--- src/rtl/bits_pkg.sv ---
// constants, field layouts and enumerations of the binary input telegram sender
`default_nettype none

package bits_pkg;

	// ------------------------------------------------------------------
	// time base
	// ------------------------------------------------------------------
	localparam int CLK_HZ    = 40_000_000;
	localparam int TICK_MS   = 1;
	localparam int MS_CYCLES = CLK_HZ / 1000 * TICK_MS;
	localparam int MS_PER_S  = 1000;
	localparam int MS_PER_MIN = 60_000;
	localparam int REST_D5_S  = 5;
	localparam int REST_D10_S = 10;
	localparam int REST_D15_S = 15;

	// ------------------------------------------------------------------
	// register byte offsets
	// ------------------------------------------------------------------
	localparam logic [4:0] OFS_CFG    = 5'h00;
	localparam logic [4:0] OFS_VRISE  = 5'h04;
	localparam logic [4:0] OFS_VFALL  = 5'h08;
	localparam logic [4:0] OFS_BLOCK  = 5'h0c;
	localparam logic [4:0] OFS_STATUS = 5'h10;

	// ------------------------------------------------------------------
	// enumerations
	// ------------------------------------------------------------------
	typedef enum logic [2:0] {
		OBJ_SWITCH = 3'h0,
		OBJ_PRIO   = 3'h1,
		OBJ_U8     = 3'h2,
		OBJ_PCT    = 3'h3,
		OBJ_F16    = 3'h4,
		OBJ_F32    = 3'h5
	} bits_obj_t;

	typedef enum logic [1:0] {
		CYC_NEVER  = 2'h0,
		CYC_ALWAYS = 2'h1,
		CYC_HIGH   = 2'h2,
		CYC_LOW    = 2'h3
	} bits_cyc_t;

	typedef enum logic [2:0] {
		REST_NONE = 3'h0,
		REST_IMM  = 3'h1,
		REST_D5   = 3'h2,
		REST_D10  = 3'h3,
		REST_D15  = 3'h4
	} bits_rest_t;

	typedef enum logic [1:0] {
		BSET_IGNORE = 2'h0,
		BSET_NONE   = 2'h1,
		BSET_RISE   = 2'h2,
		BSET_FALL   = 2'h3
	} bits_bset_t;

	typedef enum logic {
		TX_IDLE = 1'b0,
		TX_SEND = 1'b1
	} bits_tx_t;

	// ------------------------------------------------------------------
	// configuration word layout
	// ------------------------------------------------------------------
	typedef struct packed {
		logic [5:0] cyc_min;
		logic [2:0] deb_sel;
		logic       blk_pol;
		logic       blk_en;
		logic       rel_upd;
		bits_bset_t bset;
		bits_rest_t rest;
		bits_cyc_t  cyc;
		logic       send_fall;
		logic       send_rise;
		bits_obj_t  otype;
	} bits_cfg_t;

	localparam logic [23:0] CFG_RESET = 24'h048008;

	// telegram setting codes held in the low bits of a value word
	localparam logic [1:0] SW_OFF     = 2'h0;
	localparam logic [1:0] SW_ON      = 2'h1;
	localparam logic [1:0] SW_TOGGLE  = 2'h2;
	localparam logic [1:0] PR_INACT   = 2'h0;
	localparam logic [1:0] PR_ON      = 2'h1;
	localparam logic [1:0] PR_OFF     = 2'h2;
	localparam logic [1:0] PR_ENC_INA = 2'h0;
	localparam logic [1:0] PR_ENC_ON  = 2'h3;
	localparam logic [1:0] PR_ENC_OFF = 2'h2;
	localparam logic [7:0] PCT_MAX    = 8'h64;

	// queue entry codes
	localparam logic [1:0] Q_NONE = 2'h0;
	localparam logic [1:0] Q_RISE = 2'h1;
	localparam logic [1:0] Q_FALL = 2'h2;
	localparam logic [1:0] Q_UPD  = 2'h3;
	localparam int         QD     = 4;

	// debounce interval in ms for each selection
	function automatic logic [13:0] deb_ms(input logic [2:0] sel);
		case (sel)
			3'h0: deb_ms = 14'd30;
			3'h1: deb_ms = 14'd50;
			3'h2: deb_ms = 14'd80;
			3'h3: deb_ms = 14'd100;
			3'h4: deb_ms = 14'd200;
			3'h5: deb_ms = 14'd1000;
			3'h6: deb_ms = 14'd5000;
			default: deb_ms = 14'd10000;
		endcase
	endfunction

endpackage

`default_nettype wire

--- src/rtl/bits_debounce.sv ---
// input synchroniser and debounce filter with edge pulses
`default_nettype none

module bits_debounce (
	input  wire logic        sys_clk,
	input  wire logic        rstn,
	input  wire logic        pin_in,
	input  wire logic        ms_tick,
	input  wire logic [13:0] stable_ms,
	output logic             level,
	output logic             rise,
	output logic             fall
);

	// ------------------------------------------------------------------
	// state
	// ------------------------------------------------------------------
	typedef struct packed {
		logic        s1;
		logic        s2;
		logic        lvl;
		logic [13:0] cnt;
		logic        rise;
		logic        fall;
	} bits_deb_st_t;

	bits_deb_st_t q, d;

	// candidate level must hold a full interval before it is accepted
	always_comb begin
		d = q;
		d.s1 = pin_in;
		d.s2 = q.s1;
		d.rise = 1'b0;
		d.fall = 1'b0;
		if (q.s2 == q.lvl) begin
			d.cnt = 14'h0000;
		end else if (ms_tick) begin
			if (q.cnt + 14'h0001 >= stable_ms) begin
				d.lvl = q.s2;
				d.cnt = 14'h0000;
				d.rise = q.s2; // one pulse per accepted change
				d.fall = ~q.s2;
			end else begin
				d.cnt = q.cnt + 14'h0001;
			end
		end
	end

	// register the state
	always_ff @(posedge sys_clk) begin
		if (!rstn) begin
			q <= '0;
		end else begin
			q <= d;
		end
	end

	assign level = q.lvl;
	assign rise  = q.rise;
	assign fall  = q.fall;

endmodule

`default_nettype wire

--- src/rtl/bits_sender.sv ---
// binary input channel object: edge, cyclic, restore and block telegrams
`default_nettype none

module bits_sender #(
	parameter int MS_CYCLES = bits_pkg::MS_CYCLES
) (
	input  wire logic        sys_clk,
	input  wire logic        rstn,
	input  wire logic [4:0]  avs_address,
	input  wire logic        avs_read,
	input  wire logic        avs_write,
	input  wire logic [31:0] avs_writedata,
	input  wire logic [3:0]  avs_byteenable,
	output logic [31:0]      avs_readdata,
	output logic             avs_waitrequest,
	input  wire logic        contact_in,
	input  wire logic        bus_restored,
	output logic             tx_valid,
	input  wire logic        tx_ready,
	output logic [2:0]       tx_type,
	output logic [31:0]      tx_data
);

	// ------------------------------------------------------------------
	// state
	// ------------------------------------------------------------------
	typedef struct packed {
		logic [23:0]                 cfg;
		logic [31:0]                 vrise;
		logic [31:0]                 vfall;
		logic                        blk_obj;
		logic                        rd_ack;
		logic [31:0]                 rdata;
		logic [15:0]                 ms_cnt;
		logic [21:0]                 cyc_cnt;
		logic [13:0]                 rst_cnt;
		logic                        rst_arm;
		logic                        sw_state;
		logic                        blk_prev;
		logic [bits_pkg::QD-1:0][1:0] que;
		logic [2:0]                  qn;
		bits_pkg::bits_tx_t          tx_st;
		logic [2:0]                  tx_type;
		logic [31:0]                 tx_data;
	} bits_st_t;

	bits_st_t           q, d;
	bits_pkg::bits_cfg_t cfg;
	logic               ms_tick;
	logic               in_level;
	logic               in_rise;
	logic               in_fall;
	logic               blocked;
	logic               ignore_blk;
	logic               eff_blk;
	logic               cyc_req;
	logic               rest_req;
	logic [1:0]         req;
	logic [1:0]         head;
	logic [31:0]        word;
	logic [31:0]        sel_val;

	assign cfg = bits_pkg::bits_cfg_t'(q.cfg);

	// ------------------------------------------------------------------
	// helpers
	// ------------------------------------------------------------------

	// merge write data into a word under byte enables
	function automatic logic [31:0] apply_be(input logic [31:0] old, input logic [31:0] wd,
		input logic [3:0] be);
		logic [31:0] r;
		r = old;
		for (int i = 0; i < 4; i++) begin
			if (be[i]) begin
				r[i*8 +: 8] = wd[i*8 +: 8];
			end
		end
		return r;
	endfunction

	// shape a configured value word into the telegram payload of the object type
	function automatic logic [31:0] fmt(input bits_pkg::bits_obj_t t, input logic [31:0] v,
		input logic sw);
		logic [31:0] r;
		r = 32'h0000_0000;
		unique case (t)
			bits_pkg::OBJ_SWITCH: begin
				unique case (v[1:0])
					bits_pkg::SW_ON:     r[0] = 1'b1;
					bits_pkg::SW_TOGGLE: r[0] = ~sw;
					default:             r[0] = 1'b0;
				endcase
			end
			bits_pkg::OBJ_PRIO: begin
				unique case (v[1:0])
					bits_pkg::PR_ON:  r[1:0] = bits_pkg::PR_ENC_ON;
					bits_pkg::PR_OFF: r[1:0] = bits_pkg::PR_ENC_OFF;
					default:          r[1:0] = bits_pkg::PR_ENC_INA;
				endcase
			end
			bits_pkg::OBJ_U8: r[7:0] = v[7:0];
			bits_pkg::OBJ_PCT: begin
				r[7:0] = (v[7:0] > bits_pkg::PCT_MAX) ? bits_pkg::PCT_MAX : v[7:0];
			end
			bits_pkg::OBJ_F16: r[15:0] = v[15:0];
			default:           r = v;
		endcase
		return r;
	endfunction

	// cycle period in ms, a zero setting counts as one minute
	function automatic logic [21:0] cyc_ms(input logic [5:0] mins);
		logic [5:0] m;
		m = (mins == 6'h00) ? 6'h01 : mins;
		return 22'(int'(m) * bits_pkg::MS_PER_MIN);
	endfunction

	// ------------------------------------------------------------------
	// input filter
	// ------------------------------------------------------------------
	bits_debounce u_deb (
		.sys_clk   (sys_clk),
		.rstn      (rstn),
		.pin_in    (contact_in),
		.ms_tick   (ms_tick),
		.stable_ms (bits_pkg::deb_ms(cfg.deb_sel)),
		.level     (in_level),
		.rise      (in_rise),
		.fall      (in_fall)
	);

	// ------------------------------------------------------------------
	// next state
	// ------------------------------------------------------------------
	always_comb begin
		d = q;
		word = 32'h0000_0000;
		sel_val = 32'h0000_0000;
		cyc_req = 1'b0;
		rest_req = 1'b0;
		req = bits_pkg::Q_NONE;
		head = q.que[0];

		// block state from the block object and polarity
		blocked = cfg.blk_en & (q.blk_obj ^ cfg.blk_pol);
		ignore_blk = (cfg.bset == bits_pkg::BSET_IGNORE);
		eff_blk = blocked & ~ignore_blk;
		// edge detector on the block state; a config write may start or end a block too
		d.blk_prev = blocked;

		// millisecond time base
		// every interval of the block is counted in these ticks, never in raw cycles
		ms_tick = (q.ms_cnt == 16'(MS_CYCLES - 1));
		d.ms_cnt = ms_tick ? 16'h0000 : q.ms_cnt + 16'h0001;

		// bus slave: reads take one wait state, writes none
		// every address answers; unmapped ones read as zero
		d.rd_ack = avs_read & ~q.rd_ack;
		if (avs_read && !q.rd_ack) begin
			unique case (avs_address)
				bits_pkg::OFS_CFG:    d.rdata = {8'h00, q.cfg};
				bits_pkg::OFS_VRISE:  d.rdata = q.vrise;
				bits_pkg::OFS_VFALL:  d.rdata = q.vfall;
				bits_pkg::OFS_BLOCK:  d.rdata = {31'h0000_0000, q.blk_obj};
				bits_pkg::OFS_STATUS: d.rdata = {28'h000_0000, (q.qn != 3'h0), q.sw_state,
					blocked, in_level};
				default:              d.rdata = 32'h0000_0000;
			endcase
		end
		if (avs_write) begin
			unique case (avs_address)
				bits_pkg::OFS_CFG: begin
					word = apply_be({8'h00, q.cfg}, avs_writedata, avs_byteenable);
					d.cfg = word[23:0];
				end
				bits_pkg::OFS_VRISE: d.vrise = apply_be(q.vrise, avs_writedata, avs_byteenable);
				bits_pkg::OFS_VFALL: d.vfall = apply_be(q.vfall, avs_writedata, avs_byteenable);
				bits_pkg::OFS_BLOCK: begin
					if (avs_byteenable[0]) begin
						d.blk_obj = avs_writedata[0];
					end
				end
				default: begin
				end
			endcase
		end

		// cyclic repetition on the shared period
		// the counter runs free, so the first period after a mode change may be short
		if (ms_tick) begin
			if (q.cyc_cnt + 22'h00_0001 >= cyc_ms(cfg.cyc_min)) begin
				d.cyc_cnt = 22'h00_0000;
				unique case (cfg.cyc)
					bits_pkg::CYC_ALWAYS: cyc_req = ~blocked;
					bits_pkg::CYC_HIGH:   cyc_req = ~blocked & in_level;
					bits_pkg::CYC_LOW:    cyc_req = ~blocked & ~in_level;
					default:              cyc_req = 1'b0;
				endcase
			end else begin
				d.cyc_cnt = q.cyc_cnt + 22'h00_0001;
			end
		end

		// response after the bus supply returns
		if (bus_restored) begin
			unique case (cfg.rest)
				bits_pkg::REST_IMM: begin
					rest_req = 1'b1;
					d.rst_arm = 1'b0; // a fresh return cancels a pending delayed update
				end
				bits_pkg::REST_D5: begin
					d.rst_cnt = 14'(bits_pkg::REST_D5_S * bits_pkg::MS_PER_S);
					d.rst_arm = 1'b1;
				end
				bits_pkg::REST_D10: begin
					d.rst_cnt = 14'(bits_pkg::REST_D10_S * bits_pkg::MS_PER_S);
					d.rst_arm = 1'b1;
				end
				bits_pkg::REST_D15: begin
					d.rst_cnt = 14'(bits_pkg::REST_D15_S * bits_pkg::MS_PER_S);
					d.rst_arm = 1'b1;
				end
				default: d.rst_arm = 1'b0;
			endcase
		end else if (q.rst_arm && ms_tick) begin
			if (q.rst_cnt <= 14'h0001) begin
				rest_req = 1'b1;
				d.rst_arm = 1'b0;
			end else begin
				d.rst_cnt = q.rst_cnt - 14'h0001;
			end
		end

		// choose the one request of this cycle
		// block transitions outrank input edges; a lower request in the same cycle is lost
		if (blocked && !q.blk_prev && !ignore_blk) begin
			if (cfg.bset == bits_pkg::BSET_RISE) begin
				req = bits_pkg::Q_RISE;
			end else if (cfg.bset == bits_pkg::BSET_FALL) begin
				req = bits_pkg::Q_FALL;
			end
		end else if (!blocked && q.blk_prev && !ignore_blk) begin
			if (cfg.rel_upd) begin
				req = bits_pkg::Q_UPD;
			end
		end else if (in_rise && cfg.send_rise && !eff_blk) begin
			req = bits_pkg::Q_RISE;
		end else if (in_fall && cfg.send_fall && !eff_blk) begin
			req = bits_pkg::Q_FALL;
		end else if (rest_req && !eff_blk) begin
			req = bits_pkg::Q_UPD;
		end else if (cyc_req) begin
			req = bits_pkg::Q_UPD;
		end

		// telegram output: take the queue head when idle
		unique case (q.tx_st)
			bits_pkg::TX_IDLE: begin
				if (q.qn != 3'h0) begin
					unique case (head)
						bits_pkg::Q_RISE: sel_val = q.vrise;
						bits_pkg::Q_FALL: sel_val = q.vfall;
						default:          sel_val = in_level ? q.vrise : q.vfall;
					endcase
					// type and payload are frozen here and stand until taken
					d.tx_type = cfg.otype;
					d.tx_data = fmt(cfg.otype, sel_val, q.sw_state);
					// a toggle reads the object state as it was before this telegram
					if (cfg.otype == bits_pkg::OBJ_SWITCH) begin
						d.sw_state = d.tx_data[0];
					end
					for (int i = 0; i < bits_pkg::QD - 1; i++) begin
						d.que[i] = q.que[i+1];
					end
					d.que[bits_pkg::QD-1] = bits_pkg::Q_NONE;
					d.qn = q.qn - 3'h1;
					d.tx_st = bits_pkg::TX_SEND;
				end
			end
			bits_pkg::TX_SEND: begin
				if (tx_ready) begin
					d.tx_st = bits_pkg::TX_IDLE;
				end
			end
		endcase

		// append the new request behind older ones
		// a full queue drops the request, so the input filter never has to stall
		if (req != bits_pkg::Q_NONE && d.qn < 3'(bits_pkg::QD)) begin
			d.que[d.qn[1:0]] = req;
			d.qn = d.qn + 3'h1;
		end
	end

	// ------------------------------------------------------------------
	// registers
	// ------------------------------------------------------------------

	// register the whole state
	always_ff @(posedge sys_clk) begin
		if (!rstn) begin
			q <= '0;
			q.cfg <= bits_pkg::CFG_RESET;
		end else begin
			q <= d;
		end
	end

	// ------------------------------------------------------------------
	// outputs
	// ------------------------------------------------------------------

	// bus answer and telegram port
	// waitrequest is combinational so every read sees exactly one wait state
	assign avs_waitrequest = avs_read & ~q.rd_ack;
	assign avs_readdata    = q.rdata;
	assign tx_valid        = (q.tx_st == bits_pkg::TX_SEND);
	assign tx_type         = q.tx_type;
	assign tx_data         = q.tx_data;

endmodule

`default_nettype wire

--- config.mk ---
export PLATFORM = sky130hd
export DESIGN_NAME = bits_sender
export DESIGN_NICKNAME = d
export VERILOG_FILES = /design/src/rtl/bits_pkg.sv /design/src/rtl/bits_debounce.sv /design/src/rtl/bits_sender.sv
export SDC_FILE = /design/constraint.sdc
export NUM_CORES = 1
export LEC_CHECK = 0
export BUFFER_PORTS_ARGS = -buffer_cell sky130_fd_sc_hd__clkbuf_2
export CORE_UTILIZATION = 55
export CTS_CLUSTER_SIZE = 40
export DETAILED_ROUTE_END_ITERATION = 6
export MAX_ROUTING_LAYER = met4
export PLACE_DENSITY = 0.77
export SYNTH_ARGS = -nofsm -noshare
export SYNTH_HDL_FRONTEND = slang
export SYNTH_SLANG_ARGS = --single-unit
--- constraint.sdc ---
create_clock -name sys_clk -period 5.4 [get_ports sys_clk]
set_clock_uncertainty 0.05 [all_clocks]
set_input_delay 0.81 -clock sys_clk [delete_from_list [all_inputs] [get_ports sys_clk]]
set_output_delay 0.81 -clock sys_clk [all_outputs]
set_load 0.02 [all_outputs]
# After elaboration in Yosys (flattened, before gate mapping)
# Index checks and enable logic that the tools add are counted.
# W data, S select, Z words.
# classes
addsub	6
n_mul	1
n_lt_le_gt_ge	7
n_eq_ne	31
n_mux	47
bitwise	17
reduce_logical	51
# ops
cell	n
$pmux W32 S5	1
$pmux W14 S7	1
$mux W32	3
$pmux W32 S2	1
$mux W47	1
$reduce_and A3 Y1	15
$pmux W14 S3	1
$mux W15	2
$mux W14	2
$add A22 B1 Y22 const B	1
$ge A22 B22 Y1	1
$mux W11	2
$mux W22	1
$mux W2	10
$eq A3 B2 Y1 const B	6
$mul A6 B11 Y17 const B	1
$add A16 B1 Y16 const B	1
$eq A16 B16 Y1 const B	1
$mux W16	1
$mux W8	2
$eq A3 B3 Y1 const B	5
$add A14 B1 Y14 const B	1
$ge A14 B14 Y1	1
$le A14 B1 Y1 const B	1
other kinds (40)	98
# totals
regBits	243
inputBits	48
output_inout_bits	69
elab_cells	194

# Logic depth before layout (Yosys ltp)
# Gate-level depths: netlist (run 1).
# depth
word_depth	16
ltp_mapped	28

# Modules after synthesis
# A second synthesis (run 1) with hierarchy kept.
# unflattened
hier_cells	1734
hier_area_um2	13929.6
# modules_own_cells
module	instances	cells_per_inst	area_each_um2	seq_area_each_um2
bits_sender	1	1560	12518.3	4484.3
bits_debounce	1	174	1411.4	380.4

# Least setup slack after synthesis (run 1)
# No wires, ideal clock.
# synth_timing
path_type	flip-flop to flip-flop
startpoint	reg, netlist name cfg[22]
endpoint	reg q[46] (netlist bit)
setup_time_ps	117
t_arrival_ps	5684
required_ps	5233
setup_slack_ps	-451
stages_incl_launch_ff	27
path_buffers	0
path_cell_list	dfxtp_1 inv_1 ha_1 nand2_1 nor3_1 nor2_1 ha_1 fa_1 inv_1 fa_1 inv_1 ha_1 or2_2 a21oi_1 a21oi_1 a21o_1 a21oi_1 xnor2_1 ha_1 nand4_1 nor2_1 a221oi_1 o21a_1 nor4bb_2 nor3_4 and2_1 a22o_1
# synth_between
elab_chain_cells	15
word_cells_on_any_way	16
cone_classes	mul (1); order compare (1); mux (11); reduce/logical (3)
# synth_lines
element	line	source
$logic_not A6 Y1	bits_sender.sv:115	m = (mins == 6'h00) ? 6'h01 : mins;
$mux W6 *	bits_sender.sv:115	
$mul A6 B11 Y17 *	bits_sender.sv:116	return 22'(int'(m) * bits_pkg::MS_PER_MIN);
$ge A22 B22 Y1 *	bits_sender.sv:192	if (q.cyc_cnt + 22'h00_0001 >= cyc_ms(cfg.cyc_min)) begin
$mux W1 *	bits_sender.sv:192	
$mux W1 *	bits_sender.sv:191	if (ms_tick) begin
$mux W2 *	bits_sender.sv:253	end else if (cyc_req) begin
$mux W2 *	bits_sender.sv:251	end else if (rest_req && !eff_blk) begin
$mux W2 *	bits_sender.sv:249	end else if (in_fall && cfg.send_fall && !eff_blk) begin
$mux W2 *	bits_sender.sv:247	end else if (in_rise && cfg.send_rise && !eff_blk) begin
$mux W2 *	bits_sender.sv:243	end else if (!blocked && q.blk_prev && !ignore_blk) begin
$mux W2 *	bits_sender.sv:237	if (blocked && !q.blk_prev && !ignore_blk) begin
$reduce_bool A2 Y1	bits_sender.sv:290	if (req != bits_pkg::Q_NONE && d.qn < 3'(bits_pkg::QD)) begin
$logic_and A1 B1 Y1	bits_sender.sv:290	
$mux W11 *	bits_sender.sv:290	
end, declared	bits_sender.sv:47	bits_st_t q, d;
# Every way passes the cells marked *; elsewhere a longest branch is shown, timed or not.
# A chain may end at the register's enable or synchronous reset.

# Final worst setup path (run 1)
# layout_timing
startpoint	reg, netlist name cfg[21]
endpoint	reg q[36] (netlist bit)
# layout_between
elab_chain_cells	15
# layout_lines
element	line
$logic_not A6 Y1	bits_sender.sv:115
$mux W6 *	bits_sender.sv:115
$mul A6 B11 Y17 *	bits_sender.sv:116
$ge A22 B22 Y1 *	bits_sender.sv:192
$mux W1 *	bits_sender.sv:192
$mux W1 *	bits_sender.sv:191
$mux W2 *	bits_sender.sv:253
$mux W2 *	bits_sender.sv:251
$mux W2 *	bits_sender.sv:249
$mux W2 *	bits_sender.sv:247
$mux W2 *	bits_sender.sv:243
$mux W2 *	bits_sender.sv:237
$reduce_bool A2 Y1 *	bits_sender.sv:290
$logic_and A1 B1 Y1 *	bits_sender.sv:290
$mux W11 *	bits_sender.sv:290
# Marked as above.

==> results of run 1 <==
cell usage after synthesis, drive strengths merged, types with 6 or more instances:
cell type    n  area share [%]
fa          11             1.6
a22oi       42             2.3
inv         44             1.2
nor2       167             4.7
a21o        11            0.61
a21oi      190             7.1
dfxtp      243              36
ha          81             7.5
o31ai        9            0.54
and3        32             1.5
or3          6            0.28
nand2      280             7.8
mux2i        7            0.52
a222oi      24             1.8
a31oi        7            0.32
o211ai       6            0.41
nand4        8            0.37
nand2b       8            0.37
o21a         6            0.33
nor4         9            0.58
xnor2       40             2.6
o21ai       61             2.3
nand3       65             2.4
nor2b        9            0.42
buf         74             4.0
a22o        31             2.0
nor3        16            0.71
and2        19            0.88
xor2        31             2.0
clkbuf      84             2.3
metrics by stage:
| stage | setup slack [ns] | util [%] | instances |
|---|---|---|---|
| floorplan | 0.00726 | - | 1689 |
| global placement | -0.132 | 59.1 | 2006 |
| detailed placement | -0.307 | 59.1 | 2006 |
| CTS | -0.00901 | 63.4 | 2061 |
| global route | -0.224 | 63.8 | 2064 |
| finish | -0.00771 | 63.8 | 2064 |
metal layers:
metal / vias up / wire length, um / global-route usage [%]
met5: - / 0 / -
met4: 0 / 1010 / 10.4
met3: 63 / 2990 / 4.44
met2: 500 / 16900 / 48.1
met1: 5786 / 15700 / 37.9
li1: 5920 / - / -
worst min-delay path by stage:
| stage | startpoint | end | slack [ns] | cells after the start |
|---|---|---|---|---|
| floorplan | u_deb.d[17]$_SDFF_PN0_ | u_deb.q[17]$_SDFF_PN0_ | 0.36 | 1 |
| global placement | q[86]$_SDFF_PP0_ | q[86]$_SDFF_PP0_ | 0.39 | 1 |
| detailed placement | tx_type[1]$_SDFFE_PN0P_ | tx_type[1]$_SDFFE_PN0P_ | 0.40 | 2 |
| CTS | tx_type[1]$_SDFFE_PN0P_ | tx_type[1]$_SDFFE_PN0P_ | 0.41 | 2 |
| global route | u_deb.d[17]$_SDFF_PN0_ | u_deb.q[17]$_SDFF_PN0_ | 0.43 | 1 |
| finish | tx_type[1]$_SDFFE_PN0P_ | tx_type[1]$_SDFFE_PN0P_ | 0.41 | 2 |
logic make-up (layout without fill, tap and decap cells):
family | Yosys count | in the layout | share of synthesized area, %
flops | 243 | 243 | 36.1
mux | 10 | 10 | 0.770
xor+xnor | 71 | 71 | 4.61
simple gates | 648 | 648 | 21.9
compound gates | 422 | 422 | 20.0
buf+inv | 202 | 258 | 7.52
fa+ha+maj | 93 | 93 | 9.22
flip-flops by register name, indices dropped and copies added, names as in the netlist:
name / cells
u_deb.fall: 1
q: 130
head: 2
u_deb.rise: 1
u_deb.q: 15
u_deb.level: 1
avs_readdata: 32
tx_data: 32
tx_valid: 1
u_deb.d: 1
cfg: 24
tx_type: 3
worst max-delay path: stages (launching register included):
cell	delay, ns
dfxtp_2	0.32
inv_2	0.08
ha_4	0.17
nand3_4	0.10
nand2b_4	0.09
inv_2	0.04
fa_1	0.56
inv_2	0.05
fa_1	0.55
fa_1	0.45
ha_4	0.29
and3_4	0.19
a31oi_4	0.09
a21oi_2	0.17
a21o_1	0.14
a21oi_2	0.05
xnor2_1	0.12
ha_1	0.30
nand4_1	0.17
nor2_1	0.07
a221oi_2	0.21
o21a_1	0.22
nor4bb_4	0.32
o211ai_2	0.19
a21oi_1	0.25
nor3_2	0.06
cell type report:
| cell class | count | share of cell area [%] |
|---|---|---|
| multi-input combinational | 1244 | 52.1 |
| sequential | 243 | 32.1 |
| timing repair buffer | 166 | 6.42 |
| clock buffer | 39 | 5.02 |
| tap | 319 | 2.63 |
| inverter | 44 | 1.12 |
| clock inverter | 9 | 0.594 |
power by group:
| part | leakage [nW] | internal [W] | switching [W] |
|---|---|---|---|
| logic | 3.69 | 0.000148 | 0.000373 |
| clock network | 0.415 | 0.00103 | 0.000753 |
| registers | 1.96 | 0.00182 | 0.0000292 |
| total | 6.07 | 0.00300 | 0.00116 |
timing repair:
action | CTS | global route
pin swaps | 23 | 31
resized for setup | 24 | 24
hold endpoints to repair | 0 | 0
endpoints found under the setup margin | 31 | 32
buffers inserted | 7 | 3
cloned | 0 | 1
==> flow_summary.toml, run 1 <==
[run_status]
status = "finished, violations left"
violations = "negative setup slack"

[synthesis]
async_flop_share_pct = 0
ys_seq_area_share_pct = 36.1
synthFlopType = "dfxtp_1"
synth_cell_type_count = 76
netlist_area_sq_um = 13500
yosysWarnings = 0
synth_cells = 1689
ys_ff_latch = 243
syn_nets = 1829
synth_edf_count = 0
synth_area_per_cell_sq_um = 7.99

[run]
cap_violations = 0

[worst_hold_path]
hold_class = "flop to flop"

[die]
dieHeight_um = 159
core_area_sq_um = 23800
die_w_um = 159
rows = 56
die-area_sq_um = 25200
io_pins = 117
initial_core_util_pct = 56.8

[route]
vias = 12269
drtAntennaViolNets = 0
drt-total-wl_um = 36500
routedWlPerCell_um = 17.7
via_per_inst = 5.94
first_pass_iters = 6
drt-initial-drc-count = 1271
drc_errors = 0

[global_route]
antenna_found_initial = 0
grt_pass1_vias = 11576
overflow = 0
grt_start_max_net_pins = 86
grt_pass1_wl_um = 57900
grt_usage_pct = 29.8

[clocking]
holdBufCountCts = 0
clockRootBuffer = "clkbuf_16"
cts_buffers = 27
insertion_delay_ns = 0.55
htreeDepth = 1
cts.sinks = 243
cts_max_path_buffers = 3
cts_tree = "yes"
cts.clk_slew.worst_paths_ns = 0.06

[layout]
diodes = 0
syn_to_final_growth_pct = 12.4
multiInputGateArea_sq_um = 7890
layout_commonest_cell = "nand2_1"
fin_area_sq_um = 15200
fillers = 2071
seqCellArea_sq_um = 4870
drive_gt1_share_pct = 15.9
final_cell_mix = "278 x nand2_1, 239 x dfxtp_1, 184 x a21oi_1, 162 x nor2_1, 116 x clkbuf_2"
nets = 1866

[worst_setup_path]
path_class = "flop to flop"
rr_startpoint = "cfg[21]$_SDFFE_PN0P_"
required_ns = 5.78
r2r_end = "q[36]$_SDFF_PN0_"
critPathCapture = "q[36]$_SDFF_PN0_"
cp-start-kind = "flop"
crit_path_max_fanout = 5
startpoint = "cfg[21]$_SDFFE_PN0P_"
cp.arrival_ns = 5.78
ff2ff_path_depth = 25
endpoint_kind = "flop"
r2r_slack_ns = -0.008

[sta]
layout_setup_ws_ns = -0.00771
maxSlewHeadroom_pct = 15.6
clock.fmax_mhz = 185
setup_violations = 1
hold_viol = 0
setup-tns-final_ns = -0.00771
tightest_slew_ns = 1.26
slew_viol_final = 0
holdWs_ns = 0.407
post-route-period-util_pct = 100
period_needed_ns = 5.41
rsz0062_at_grt = "true"

[power_and_ir_drop]
leakage_nw = 6.07
irDropWorstVdd_uv = 244
power_w = 0.00415
p_per_area_nw_per_um2 = 274

[placed_design]
globalplace.congestion = 0.980
place_hpwl_um = 24800
postPlaceCellArea_sq_um = 14000
portBuffers = 116
Power figures use the tool's default switching activity.
==> inputs of run 2 (changes only) <==
--- a/config.mk
+++ b/config.mk
@@ -10,7 +10,7 @@
 export CTS_CLUSTER_SIZE = 40
 export DETAILED_ROUTE_END_ITERATION = 6
 export MAX_ROUTING_LAYER = met4
-export PLACE_DENSITY = 0.77
+export PLACE_DENSITY = 0.74
 export SYNTH_ARGS = -nofsm -noshare
 export SYNTH_HDL_FRONTEND = slang
 export SYNTH_SLANG_ARGS = --single-unit
==> constraint.sdc (replaced) <==
create_clock -name sys_clk -period 6.25 [get_ports sys_clk]
set_clock_uncertainty 0.05 [all_clocks]
set_input_delay 0.9375 -clock sys_clk [delete_from_list [all_inputs] [get_ports sys_clk]]
set_output_delay 0.9375 -clock sys_clk [all_outputs]
set_load 0.02 [all_outputs]
==> run 2 against run 1 <==
Against the previous run: the run now ends clean; first-iteration DRC count decreased by 15%; worst hold slack got worse by 0.029 ns; cell count decreased by 1.4%.
==> flow_summary.toml, run 2 (synthesized netlist as in run 1, its figures left out) <==
[clocking]
cts_max_path_buffers = 3
htreeDepth = 1
holdBufCountCts = 0
cts_buffers = 28
cts_tree = "yes"
cts.clk_slew.worst_paths_ns = 0.06
clockRootBuffer = "clkbuf_16"
cts.sinks = 243
insertion_delay_ns = 0.55

[global_route]
grt_start_max_net_pins = 68
antenna_found_initial = 1
grt_pass1_wl_um = 55700
grt_pass1_vias = 11083
overflow = 0
grt_usage_pct = 28.4

[worst_setup_path]
crit_top_cell = "ha_1"
cp_slowest_stage_delay_ns = 0.51
path_class = "flop to flop"
endpoint_kind = "flop"
crit_path_max_fanout = 7
cp.arrival_ns = 6.32
required_ns = 6.64
cp-start-kind = "flop"
slowest_stage = "fa_1"

[route]
drc_errors = 0
vias = 12011
routedWlPerCell_um = 17.2
drt-initial-drc-count = 1074
drtAntennaViolNets = 0
via_per_inst = 5.90
drt-total-wl_um = 35000
first_pass_iters = 6

[power_and_ir_drop]
p_per_area_nw_per_um2 = 259
irDropWorstVdd_uv = 200
power_frac_comb_pct = 11.4
clockPowerShare_pct = 47.1
p_seq_share_pct = 41.5
internal-power_w = 0.00283
p_switching_w = 0.00102
leakage_nw = 5.99
sw_frac_of_total_pct = 26.5

[sta]
tightest_slew_ns = 1.10
maxSlewHeadroom_pct = 26.7
period_needed_ns = 5.93
clock.fmax_mhz = 169
hold_viol = 0
post-route-period-util_pct = 94.8
setup_violations = 0
holdWs_ns = 0.377
slew_viol_final = 0

[layout]
drive_gt1_share_pct = 12.9
fillers = 2161
syn_to_final_growth_pct = 10.1
nets = 1834
multiInputGateArea_sq_um = 7660
largest-register = "q"
fin_area_sq_um = 14800
largest_reg_flops = 130
final_cell_mix = "280 x nand2_1, 241 x dfxtp_1, 188 x a21oi_1, 164 x nor2_1, 116 x clkbuf_2"
seqCellArea_sq_um = 4870
layout_commonest_cell = "nand2_1"

[die]
die_w_um = 159
core_area_sq_um = 23800
io_pins = 117
rows = 56
dieHeight_um = 159
initial_core_util_pct = 56.8
die-area_sq_um = 25200

[placed_design]
postPlaceCellArea_sq_um = 13800
globalplace.congestion = 0.926
portBuffers = 116
place_hpwl_um = 24100

[run_status]
status = "finished clean"

[run]
cap_violations = 0

[worst_hold_path]
hold_class = "flop to flop"
-- run 2: path summary, 6_finish.rpt --
path,start,endpoint,slack (ns),cells after the start
max,cfg[21]$_SDFFE_PN0P_,q[46]$_SDFF_PN0_,0.32,26
min,u_deb.d[17]$_SDFF_PN0_,u_deb.q[17]$_SDFF_PN0_,0.38,1
max reg2reg,cfg[21]$_SDFFE_PN0P_,q[46]$_SDFF_PN0_,0.32,26
min reg2reg,u_deb.d[17]$_SDFF_PN0_,u_deb.q[17]$_SDFF_PN0_,0.38,1
-- run 2: worst max-delay path: cells and delay by family (launching register included) --
kind / cells / cell delay [ns]
compound gates: 7 / 1.36
xor+xnor: 1 / 0.14
fa+ha+maj: 6 / 2.15
buf+inv: 3 / 0.20
flops: 1 / 0.34
simple gates: 9 / 1.57
-- run 2: power groups by stage --
| stage | sequential [W] | combinational (W) | clock [W] |
|---|---|---|---|
| 2_1_floorplan | 0.00163 | 0.000308 | 0 |
| 3_3_place_gp | 0.00163 | 0.000421 | 0 |
| 3_5_place_dp | 0.00163 | 0.000428 | 0 |
| 4_1_cts | 0.00160 | 0.000432 | 0.00183 |
| 5_1_grt | 0.00160 | 0.000476 | 0.00191 |
| 6_report | 0.00160 | 0.000438 | 0.00181 |
-- run 2: repair_timing --
action,CTS,global route
gates resized for setup,0,11
setup endpoints to repair,0,33
setup buffers,0,1
-- run 2: area by class of cell --
| class | count | share of cell area [%] |
|---|---|---|
| multi-input combinational | 1244 | 51.6 |
| sequential | 243 | 32.8 |
| clock buffer | 34 | 5.21 |
| timing repair buffer | 133 | 4.77 |
| tap | 319 | 2.69 |
| clock inverter | 17 | 1.79 |
| inverter | 44 | 1.13 |
| antenna | 1 | 0.0169 |
-- run 2: through the flow --
step / setup slack [ns] / TNS [ns] / total power, W / instances / util (%)
3_3_place_gp: 0.235 / 0 / 0.00205 / 1982 / 57.9
4_1_cts: 0.117 / 0 / 0.00386 / 2033 / 62.3
6_report: 0.322 / 0 / 0.00385 / 2035 / 62.5
2_1_floorplan: 0.399 / 0 / 0.00193 / 1689 / -
3_5_place_dp: 0.108 / 0 / 0.00206 / 1982 / 57.9
5_1_grt: -0.0449 / -0.148 / 0.00398 / 2035 / 62.5
-- run 2: metal layers --
layer,global-route usage [%],part of all wire [%],vias to the layer above
met4,8.24,2.3,0
met3,4.60,8.4,68
li1,-,-,5865
met1,36.9,44,5616
met5,-,0,-
met2,45.5,46,462
